$ cat config.mk
export PLATFORM = sky130hd
export DESIGN_NAME = mbxwn_handler
export DESIGN_NICKNAME = d
export VERILOG_FILES = /design/src/rtl/mbxwn_pkg.sv /design/src/rtl/mbxwn_handler.sv
export SDC_FILE = /design/constraint.sdc
export NUM_CORES = 1
export LEC_CHECK = 0
export BUFFER_PORTS_ARGS = -buffer_cell sky130_fd_sc_hd__buf_2
export CORE_MARGIN = 2
export CORE_UTILIZATION = 40
export CTS_CLUSTER_DIAMETER = 30
export DETAILED_ROUTE_END_ITERATION = 8
export GPL_ROUTABILITY_DRIVEN = 0
export PLACE_DENSITY_LB_ADDON = 0.1
export SETUP_SLACK_MARGIN = 0.15
export SYNTH_ARGS = -nofsm -noshare
export SYNTH_HDL_FRONTEND = slang
export SYNTH_SLANG_ARGS = --single-unit
$ cat constraint.sdc
create_clock -name i_core_clk -period 5 [get_ports i_core_clk]
set_input_delay 0.25 -clock i_core_clk [delete_from_list [all_inputs] [get_ports i_core_clk]]
set_output_delay 0.25 -clock i_core_clk [all_outputs]
set_load 0.02 [all_outputs]
$ cat src/rtl/mbxwn_pkg.sv
// constants and types of the mailbox warning and notification handler
`default_nettype none
package mbxwn_pkg;
  localparam int NPAIR = 4;
  localparam int AW = 8;
  // register byte addresses
  localparam logic [AW-1:0] ADDR_CTRL0 = 8'h00;
  localparam logic [AW-1:0] ADDR_ANS0 = 8'h10;
  localparam logic [AW-1:0] ADDR_CONFIG = 8'h20;
  localparam logic [AW-1:0] ADDR_STATUS = 8'h24;
  localparam logic [AW-1:0] ADDR_BANK_MASK = 8'hf0;
  localparam logic [AW-1:0] ADDR_WORD_MASK = 8'hfc;
  // config and status field positions
  localparam int CFG_STOP_BIT = 0;
  localparam int STAT_WARN_LSB = 0;
  localparam int STAT_FAULT_BIT = 2;
  localparam int STAT_EXT_BIT = 3;
  localparam int STAT_LINK_BIT = 4;
  localparam int STAT_OWN_LSB = 8;
  localparam int STAT_SRC_LSB = 16;
  localparam int STAT_ERR_LSB = 24;
  localparam int STAT_STOP_LSB = 28;
  // mailbox codes
  localparam logic [7:0] CODE_RESET = 8'h3f;
  localparam logic [7:0] CODE_LINE = 8'h3e;
  localparam logic [7:0] CODE_ERR = 8'h3d;
  localparam logic [7:0] CODE_STOP = 8'h3c;
  localparam logic [7:0] CODE_CLEAR = 8'h00;
  localparam logic [3:0] EVENT_NIBBLE = 4'h1;
  localparam logic [15:0] LOW_ZERO = 16'h0000;
  localparam logic [5:0] BLOCK_LAST = 6'h3f;
  localparam logic [5:0] BLOCK_STEP = 6'h01;
  localparam logic [1:0] IDX_BASE_LAST = 2'h1;
  localparam logic [1:0] IDX_EXT_LAST = 2'h3;
  localparam logic [1:0] IDX_STEP = 2'h1;
  localparam logic [1:0] RESP_OKAY = 2'h0;
  localparam logic [1:0] RESP_SLVERR = 2'h2;
  typedef enum logic [1:0] {WARN_NONE, WARN_RESET, WARN_LINE} mbxwn_warn_t;
  typedef enum logic [1:0] {NOTE_NONE, NOTE_ERR, NOTE_STOP} mbxwn_note_t;
  typedef enum logic {SCAN_IDLE, SCAN_RUN} mbxwn_scan_t;
  typedef enum logic [2:0] {SEL_CTRL, SEL_ANS, SEL_CFG, SEL_STAT, SEL_NONE} mbxwn_sel_t;

  function automatic logic [31:0] fill(input logic [7:0] c);
    fill = {4{c}};
  endfunction

  function automatic mbxwn_sel_t reg_sel(input logic [AW-1:0] a);
    logic [AW-1:0] w;
    w = a & ADDR_WORD_MASK;
    if ((w & ADDR_BANK_MASK) == ADDR_CTRL0)
      reg_sel = SEL_CTRL;
    else if ((w & ADDR_BANK_MASK) == ADDR_ANS0)
      reg_sel = SEL_ANS;
    else if (w == ADDR_CONFIG)
      reg_sel = SEL_CFG;
    else if (w == ADDR_STATUS)
      reg_sel = SEL_STAT;
    else
      reg_sel = SEL_NONE;
  endfunction
endpackage
`default_nettype wire

$ cat src/rtl/mbxwn_handler.sv
// mailbox warning and notification handler with axi4-lite register access
//
// The AXI4-Lite register port and the register addresses were decided locally.
`default_nettype none
module mbxwn_handler (
  input wire logic i_core_clk,
  input wire logic i_nrst,
  input wire logic i_s_axi_awvalid,
  output logic o_s_axi_awready,
  input wire logic [mbxwn_pkg::AW-1:0] i_s_axi_awaddr,
  input wire logic i_s_axi_wvalid,
  output logic o_s_axi_wready,
  input wire logic [31:0] i_s_axi_wdata,
  input wire logic [3:0] i_s_axi_wstrb,
  output logic o_s_axi_bvalid,
  input wire logic i_s_axi_bready,
  output logic [1:0] o_s_axi_bresp,
  input wire logic i_s_axi_arvalid,
  output logic o_s_axi_arready,
  input wire logic [mbxwn_pkg::AW-1:0] i_s_axi_araddr,
  output logic o_s_axi_rvalid,
  input wire logic i_s_axi_rready,
  output logic [31:0] o_s_axi_rdata,
  output logic [1:0] o_s_axi_rresp,
  input wire logic i_share_tick,
  input wire logic i_link_no_station,
  input wire logic [5:0] i_own_block_address,
  input wire logic [5:0] i_source_block_address,
  input wire logic i_interface_extension_option,
  input wire logic i_err_valid,
  input wire logic [1:0] i_err_pair,
  input wire logic [7:0] i_err_code,
  input wire logic [1:0] i_axis_stop,
  input wire logic [7:0] i_first_axis_stop_code,
  input wire logic [7:0] i_second_axis_stop_code,
  input wire logic [23:0] i_axis_state_register,
  input wire logic [23:0] i_cmd_rdata,
  output logic o_cmd_valid,
  output logic [1:0] o_cmd_pair,
  output logic [7:0] o_cmd_access_byte,
  output logic [23:0] o_cmd_wdata,
  output logic o_fault_indicator,
  output logic [5:0] o_rx_block_base,
  output logic [5:0] o_tx_block_base,
  output logic o_block_count_two
);
  import mbxwn_pkg::*;

  typedef struct packed {
    logic [NPAIR-1:0][31:0] ctrl;
    logic [NPAIR-1:0][31:0] ans;
    logic [NPAIR-1:0][7:0] status_byte;
    logic [NPAIR-1:0][23:0] rdat;
    logic [NPAIR-1:0][7:0] last_access_byte;
    mbxwn_note_t [NPAIR-1:0] note;
    logic [NPAIR-1:0][7:0] ncode;
    mbxwn_warn_t warn;
    mbxwn_scan_t scan;
    logic [1:0] idx;
    logic [2:0] sync;
    logic link_ok;
    logic established;
    logic lost;
    logic captured;
    logic ext;
    logic [5:0] own;
    logic [5:0] src;
    logic fault;
    logic stop_en;
    logic pend;
    logic [1:0] pend_pair;
    logic cmd_valid;
    logic [1:0] cmd_pair;
    logic [7:0] cmd_access_byte;
    logic [23:0] cmd_wdata;
    logic aw_full;
    logic [AW-1:0] awaddr;
    logic awready;
    logic w_full;
    logic [31:0] wdata;
    logic [3:0] wstrb;
    logic wready;
    logic bvalid;
    logic [1:0] bresp;
    logic arready;
    logic rvalid;
    logic [31:0] rdata;
    logic [1:0] rresp;
  } mbxwn_state_t;

  mbxwn_state_t q;
  mbxwn_state_t n;
  logic [1:0] last_idx;

  function automatic logic all_match(input logic [NPAIR-1:0][31:0] w, input logic [7:0] c,
                                     input logic ext);
    all_match = 1'b1;
    for (int i = 0; i < NPAIR; i++)
      if ((ext || i < 2) && w[i] != fill(c))
        all_match = 1'b0;
  endfunction

  function automatic logic fault_calc(input logic [5:0] own, input logic [5:0] src,
                                      input logic ext);
    fault_calc = (own == src) || (ext && (own == BLOCK_LAST || src == BLOCK_LAST ||
                 own == src + BLOCK_STEP || src == own + BLOCK_STEP));
  endfunction

  assign last_idx = q.ext ? IDX_EXT_LAST : IDX_BASE_LAST;

  always_comb
  begin
    logic [7:0] access_byte;
    logic [7:0] stop_code;
    logic [7:0] wcode;
    logic [1:0] i2;
    mbxwn_sel_t sel;
    access_byte = q.ctrl[q.idx][31:24];
    stop_code = '0;
    wcode = (q.warn == WARN_RESET) ? CODE_RESET : CODE_LINE;
    i2 = q.awaddr[3:2];
    sel = reg_sel(q.awaddr);
    n = q;
    n.cmd_valid = 1'b0;
    n.pend = 1'b0;
    // straps are caught once, at the first edge after reset release
    if (!q.captured)
    begin
      n.captured = 1'b1;
      n.own = i_own_block_address;
      n.src = i_source_block_address;
      n.ext = i_interface_extension_option;
      n.fault = fault_calc(i_own_block_address, i_source_block_address,
                           i_interface_extension_option);
    end
    // link state: change taken when second and third stages agree
    n.sync = {q.sync[1:0], i_link_no_station};
    if (q.sync[1] == q.sync[2])
      n.link_ok = ~q.sync[2];
    if (q.link_ok)
      n.established = 1'b1;
    if (q.established && !q.link_ok)
      n.lost = 1'b1;
    if (q.lost && n.link_ok)
    begin
      n.lost = 1'b0;
      if (q.warn == WARN_NONE)
        n.warn = WARN_LINE;
    end
    // finished command: echo its access byte with the fetched data
    if (q.pend)
    begin
      n.status_byte[q.pend_pair] = q.cmd_access_byte;
      n.rdat[q.pend_pair] = i_cmd_rdata;
    end
    if (q.scan == SCAN_IDLE && i_share_tick)
    begin
      if (q.warn != WARN_NONE)
      begin
        if (all_match(q.ctrl, wcode, q.ext))
        begin
          n.warn = WARN_NONE;
          for (int i = 0; i < NPAIR; i++)
          begin
            n.status_byte[i] = CODE_CLEAR;
            n.rdat[i] = i_axis_state_register;
            n.last_access_byte[i] = wcode;
            n.note[i] = NOTE_NONE;
          end
        end
      end
      else
      begin
        n.scan = SCAN_RUN;
        n.idx = '0;
      end
    end
    if (q.scan == SCAN_RUN)
    begin
      if ((q.note[q.idx] == NOTE_ERR && access_byte == CODE_ERR) ||
          (q.note[q.idx] == NOTE_STOP && access_byte == CODE_STOP))
      begin
        n.note[q.idx] = NOTE_NONE;
        n.status_byte[q.idx] = CODE_CLEAR;
        n.rdat[q.idx] = i_axis_state_register;
        n.last_access_byte[q.idx] = access_byte;
      end
      else if (q.note[q.idx] == NOTE_NONE && access_byte != q.last_access_byte[q.idx])
      begin
        n.last_access_byte[q.idx] = access_byte;
        n.cmd_valid = 1'b1;
        n.cmd_pair = q.idx;
        n.cmd_access_byte = access_byte;
        n.cmd_wdata = q.ctrl[q.idx][23:0];
        n.pend = 1'b1;
        n.pend_pair = q.idx;
      end
      if (q.idx == last_idx)
        n.scan = SCAN_IDLE;
      else
        n.idx = q.idx + IDX_STEP;
    end
    // events after the cancels, so a new event wins over its clear
    for (int k = 0; k < 2; k++)
    begin
      if (q.stop_en && i_axis_stop[k])
      begin
        stop_code = (k == 0) ? i_first_axis_stop_code : i_second_axis_stop_code;
        if (stop_code[7:4] == EVENT_NIBBLE)
        begin
          n.note[k] = NOTE_STOP;
          n.ncode[k] = stop_code;
        end
      end
    end
    if (i_err_valid && i_err_pair <= last_idx)
    begin
      n.note[i_err_pair] = NOTE_ERR;
      n.ncode[i_err_pair] = i_err_code;
    end
    for (int i = 0; i < NPAIR; i++)
    begin
      if (n.warn != WARN_NONE)
        n.ans[i] = fill((n.warn == WARN_RESET) ? CODE_RESET : CODE_LINE);
      else if (n.note[i] == NOTE_ERR)
        n.ans[i] = {CODE_ERR, n.ncode[i], LOW_ZERO};
      else if (n.note[i] == NOTE_STOP)
        n.ans[i] = {CODE_STOP, n.ncode[i], LOW_ZERO};
      else
        n.ans[i] = {n.status_byte[i], n.rdat[i]};
    end
    // axi4-lite write path
    if (q.awready && i_s_axi_awvalid)
    begin
      n.aw_full = 1'b1;
      n.awaddr = i_s_axi_awaddr;
    end
    if (q.wready && i_s_axi_wvalid)
    begin
      n.w_full = 1'b1;
      n.wdata = i_s_axi_wdata;
      n.wstrb = i_s_axi_wstrb;
    end
    if (q.bvalid && i_s_axi_bready)
      n.bvalid = 1'b0;
    if (q.aw_full && q.w_full && !q.bvalid)
    begin
      n.aw_full = 1'b0;
      n.w_full = 1'b0;
      n.bvalid = 1'b1;
      n.bresp = (sel == SEL_NONE) ? RESP_SLVERR : RESP_OKAY;
      if (sel == SEL_CTRL)
        for (int b = 0; b < 4; b++)
          if (q.wstrb[b])
            n.ctrl[i2][b*8 +: 8] = q.wdata[b*8 +: 8];
      if (sel == SEL_CFG && q.wstrb[0])
        n.stop_en = q.wdata[CFG_STOP_BIT];
    end
    n.awready = ~n.aw_full;
    n.wready = ~n.w_full;
    // axi4-lite read path
    if (q.rvalid && i_s_axi_rready)
      n.rvalid = 1'b0;
    if (q.arready && i_s_axi_arvalid)
    begin
      sel = reg_sel(i_s_axi_araddr);
      i2 = i_s_axi_araddr[3:2];
      n.rvalid = 1'b1;
      n.rresp = (sel == SEL_NONE) ? RESP_SLVERR : RESP_OKAY;
      n.rdata = '0;
      unique case (sel)
        SEL_CTRL: n.rdata = q.ctrl[i2];
        SEL_ANS: n.rdata = q.ans[i2];
        SEL_CFG: n.rdata[CFG_STOP_BIT] = q.stop_en;
        SEL_STAT:
        begin
          n.rdata[STAT_WARN_LSB +: 2] = q.warn;
          n.rdata[STAT_FAULT_BIT] = q.fault;
          n.rdata[STAT_EXT_BIT] = q.ext;
          n.rdata[STAT_LINK_BIT] = q.link_ok;
          n.rdata[STAT_OWN_LSB +: 6] = q.own;
          n.rdata[STAT_SRC_LSB +: 6] = q.src;
          for (int i = 0; i < NPAIR; i++)
          begin
            n.rdata[STAT_ERR_LSB + i] = (q.note[i] == NOTE_ERR);
            n.rdata[STAT_STOP_LSB + i] = (q.note[i] == NOTE_STOP);
          end
        end
        SEL_NONE: n.rdata = '0;
      endcase
    end
    n.arready = ~n.rvalid;
  end

  always_ff @(posedge i_core_clk or negedge i_nrst)
  begin
    if (!i_nrst)
    begin
      q <= '0;
      q.warn <= WARN_RESET;
      // pin taken as no-station until seen otherwise, so no false link-up after reset
      q.sync <= '1;
      q.ans <= {NPAIR{fill(CODE_RESET)}};
    end
    else
      q <= n;
  end

  assign o_s_axi_awready = q.awready;
  assign o_s_axi_wready = q.wready;
  assign o_s_axi_bvalid = q.bvalid;
  assign o_s_axi_bresp = q.bresp;
  assign o_s_axi_arready = q.arready;
  assign o_s_axi_rvalid = q.rvalid;
  assign o_s_axi_rdata = q.rdata;
  assign o_s_axi_rresp = q.rresp;
  assign o_cmd_valid = q.cmd_valid;
  assign o_cmd_pair = q.cmd_pair;
  assign o_cmd_access_byte = q.cmd_access_byte;
  assign o_cmd_wdata = q.cmd_wdata;
  assign o_fault_indicator = q.fault;
  assign o_rx_block_base = q.src;
  assign o_tx_block_base = q.own;
  assign o_block_count_two = q.ext;
endmodule // mbxwn_handler
`default_nettype wire

**Word-level counts from Yosys, hierarchy flattened**

Cells that the tools add are included.

- Add/sub/neg operators: 3
- $lt $le $gt $ge: 10
- Eq/ne operators: 48
- Muxes and demuxes: 132
- Bitwise logic cells: 13
- Reduce and logical (&&, ||, !) cells: 44

Operators with widths:

| cell | number |
|---|---|
| 128-bit two-way mux | 12 |
| 168-bit two-way mux | 4 |
| 32-bit two-way mux | 18 |
| 128-bit bitwise mux | 4 |
| 32-bit demux with 2-bit select | 4 |
| 32-bit binary-select mux with 2-bit select | 3 |
| 96-bit bitwise mux | 2 |
| 32-bit by 30-bit inequality test with 1-bit output | 4 |
| 38-bit two-way mux | 3 |
| 32-bit bitwise mux | 3 |
| 24-bit demux with 2-bit select | 2 |
| 8-bit two-way mux | 10 |
| 24-bit two-way mux | 3 |
| 8-bit demux with 2-bit select | 3 |
| 40-bit two-way mux | 1 |
| 37-bit two-way mux | 1 |
| 3-bit two-way mux | 12 |
| 6-bit one-hot mux with 3 select lines | 2 |
| 35-bit two-way mux | 1 |
| 32-bit bitwise AND | 1 |
| 32-bit NOT | 1 |
| 2-bit two-way mux | 15 |
| 6-bit by 4-bit == test with 1-bit output, second input constant | 4 |
| 1-bit logical AND | 24 |
| other kinds (43) | 113 |

- Register bits: 606
- Bits of input ports: 151
- Output and inout bits: 90
- Word-level logic and storage cells: 309

**Logic depth before layout (Yosys ltp)**

- Depth in word-level cells: 24
- Depth in mapped cells: 14

**Worst setup path after synthesis**

OpenSTA, ideal clock, no wires.

- Path type: register to register
- Start point: register q[147] (netlist name)
- End point: register q[358] (netlist name)
- Data arrival time: 3.436 ns
- Required time: 4.881 ns
- Slack: 1.445 ns
- Cell stages (with the launch flop): 12
- Path buffers: 4
- Path through: dfrtp_1 -> buf_6 -> buf_2 -> clkbuf_1 -> buf_2 -> clkinv_1 -> ha_1 -> nand3_1 -> nor4_4 -> o31ai_1 -> nor2_1 -> and2_1

RTL lines:

| what | line | source |
|---|---|---|
| from (decl) | mbxwn_handler.sv:91 | `mbxwn_state_t q;` |
| from (signal assigned) | mbxwn_handler.sv:306 | `q <= n;` |

==> results.yml <==
layout:
  layout_commonest_cell: "dfrtp_1"
  final_cell_mix: "dfrtp_1 (499), nand2_1 (313), mux2_2 (266), buf_2 (232), clkbuf_16 (152)"
  layout-drive-gt1-share: 0.3608
  syn_to_final_growth_pct: 29.13
  nets: 2893
floorplanning:
  start_util: 0.4059
  ios: 241
  die_h_um: 271.0
  rows: 97
  chipWidth_um: 271.0
  die_area_um2: 73470
  core-area_um2: 70270
setup_path:
  critPathBufInv: 2
  path_max_fanout: 39
  cpPeakStageDelay_ps: 780
  reg2reg_depth: 8
  cp.arrival_ps: 4830
  crit_chain: "nand2b_1 > or3_1 > a2111o_1 > or3_1 > o21bai_4 > buf_12 > o21ai_0 > dlygate4sd3_1"
  critPathLaunchType: "flop"
  worst_path_most_repeated_cell: "or3_1"
  required_ps: 5590
  reg2reg_to: "q[231]"
  slowest_stage: "o21bai_4"
  r2r-start: "q[150]"
  path_depth: 8
  critical_path_class: "flop to flop"
  endpoint_kind: "flop"
  cp_top_family: "compound AO/OA/AOI/OAI gates"
  ff2ff_setup_slack_ps: 750
route:
  ant_nets: 0
  drc: 0
  avgRoutedWirePerCell_um: 23.97
  drt_first_pass_iters: 7
  drt-total-wl_mm: 91.17
  via_count: 20750
  vias_per_cell: 5.456
  drt_iter0_markers: 1617
cts:
  cts_buffers: 148
  ctsHtreeMaxLevel: 4
  path_clk_slew_ps: 50
  root_buffer: "clkbuf_16"
  clock_sinks: 601
  cts.path.max_buffers: 3
  cts_resized: 0
  cts_tree: "done"
  clock_latency_ps: 720
synthesis:
  ys_ff_latch: 601
  synth_cells: 2369
  synth_area_leaders: "dfrtp_1 (44%), mux2_2 (11%), dfstp_2 (9.2%), mux4_2 (8.4%), mux2i_1 (4.5%)"
  synth_top_cell_area_share: 0.4395
  syn-cell-area_um2: 28520
  seq_area_frac_synth: 0.5316
  yosys_warnings: 0
  netlist-cell-type-count: 67
  avgSynthCellArea_um2: 12.04
  yosys.area.top_type: "dfrtp_1"
  synth_edf_count: 0
  yosys_most_used_dff: "dfrtp_1"
  async_flop_share: 1.000
global_routing:
  grt_max_degree: 138
  grt_remaining_overflow: 0
  grt_pass1_wl_mm: 138.2
  grt_pass1_vias: 21850
  grt_usage: 0.2514
  antenna_found_initial: 5
timing:
  setup_viol: 0
  max_slew_margin: 0.1739
  skew_ps: 26.77
  drv_slew: 0
  tightest_slew_ps: 1230
  fmax_ghz: 0.2355
  period_needed_ps: 4246
  tns_ps: 0
  rsz0062_at_grt: "no"
  period_share: 0.8492
  hold_viol_final: 0
min_path:
  hold_class: "primary input to flop"
  worstHoldEndpoint: "o_s_axi_rresp[1]"
  whs_path_depth: 4
  holdCritStartpoint: "i_s_axi_araddr[6]"
outcome:
  status: "complete, no violations"
flow_run:
  drv_cap: 0
power_and_ir_drop:
  p_leak_nw: 16.58
  ir_drop_mv: 0.3495
  finalPower_w: 0.02131
  p_per_area_nw_per_um2: 578.5
place:
  portBuffers: 234
  dp_hpwl_mm: 60.88
-- worst max path at each step --
stage          startpoint  endpoint
2_1_floorplan      q[147]    q[358]
3_3_place_gp       q[147]    q[479]
3_5_place_dp       q[147]    q[479]
4_1_cts            q[150]    q[231]
5_1_grt            q[150]    q[231]
6_report           q[150]    q[231]
-- cell families (layout without fill, tap and decap cells) --
family,Yosys count,after routing,synth area share
other,2,6,0.0002633
AOI/OAI and AO/OA,370,370,0.07505
DFF,601,601,0.5316
buffers and inverters,249,739,0.04707
and+or+nand+nor,604,604,0.09786
xor gates and xnor gates,29,29,0.008904
adders and majority gates,11,11,0.004474
muxes,503,503,0.2348
-- timing repair --
item / in CTS / in global routing
setup endpoints to repair: 0 / 0
endpoints found under the hold margin: 357 / 0
hold buffers: 151 / 0
buffers inserted: 0 / 0
-- per-stage QoR --
stage / util / instance area (µm²) / setup slack [ps] / cells / hold WS [ps]
2_1_floorplan: - / 28530 / 1445 / 2370 / -45.59
3_3_place_gp: 0.4293 / 30170 / 987.3 / 3374 / 350.1
3_5_place_dp: 0.4293 / 30170 / 926.9 / 3374 / 353.0
4_1_cts: 0.5240 / 36830 / 799.2 / 3800 / 9.765
5_1_grt: 0.5242 / 36830 / 599.3 / 3803 / 58.16
6_report: 0.5242 / 36830 / 754.2 / 3803 / 66.97
-- flip-flops by register name (all words and copies together), names as in the netlist, 2 cells and up --
register,cells
o_rx_block_base,6
o_cmd_pair,2
o_s_axi_rdata,32
o_cmd_wdata,24
o_cmd_access_byte,8
n,2
o_tx_block_base,6
q,511
-- layer usage --
| metal | wire (µm) | up-vias | share of wire | track usage |
|---|---|---|---|---|
| met5 | 11 | - | 0.00012 | 0 |
| met4 | 3386 | 2 | 0.037 | 0.1099 |
| met3 | 5485 | 190 | 0.060 | 0.05680 |
| met2 | 43380 | 681 | 0.48 | 0.4002 |
| met1 | 38910 | 10660 | 0.43 | 0.3294 |
| li1 | - | 9218 | - | - |
-- layout make-up --
class / instances / area (µm²)
Antenna cell: 3 / 7.507
Clock buffer: 201 / 4198
Clock inverter: 74 / 950.9
Fill cell: 6106 / 33440
Inverter: 29 / 108.9
Multi-Input combinational cell: 1520 / 12090
Sequential cell: 601 / 15170
Tap cell: 940 / 1176
Timing Repair Buffer: 435 / 3133
-- worst register-to-register path: cells and delay by family, from the launching register on --
| family | cells | cell delay [ps] |
|---|---|---|
| compound gates | 3 | 1410 |
| simple gates | 3 | 1270 |
| buf+inv | 2 | 900 |
| flops | 1 | 550 |
-- report_power, final --
| part | switching, W | internal [W] |
|---|---|---|
| Sequential | 0.00121 | 0.00634 |
| Clock | 0.00298 | 0.00677 |
| Combinational | 0.00203 | 0.00197 |
-- cells in the mapped netlist, drive strengths merged (28+ instances only) --
cell type / number
dfrtp: 501
nand2: 315
mux2: 268
o21ai: 188
buf: 140
mux2i: 129
mux4: 106
dfstp: 100
nor2: 93
a21oi: 87
clkbuf: 80
a21o: 45
nor3: 42
inv: 28
Note: power is estimated with default switching activity, not from simulation.
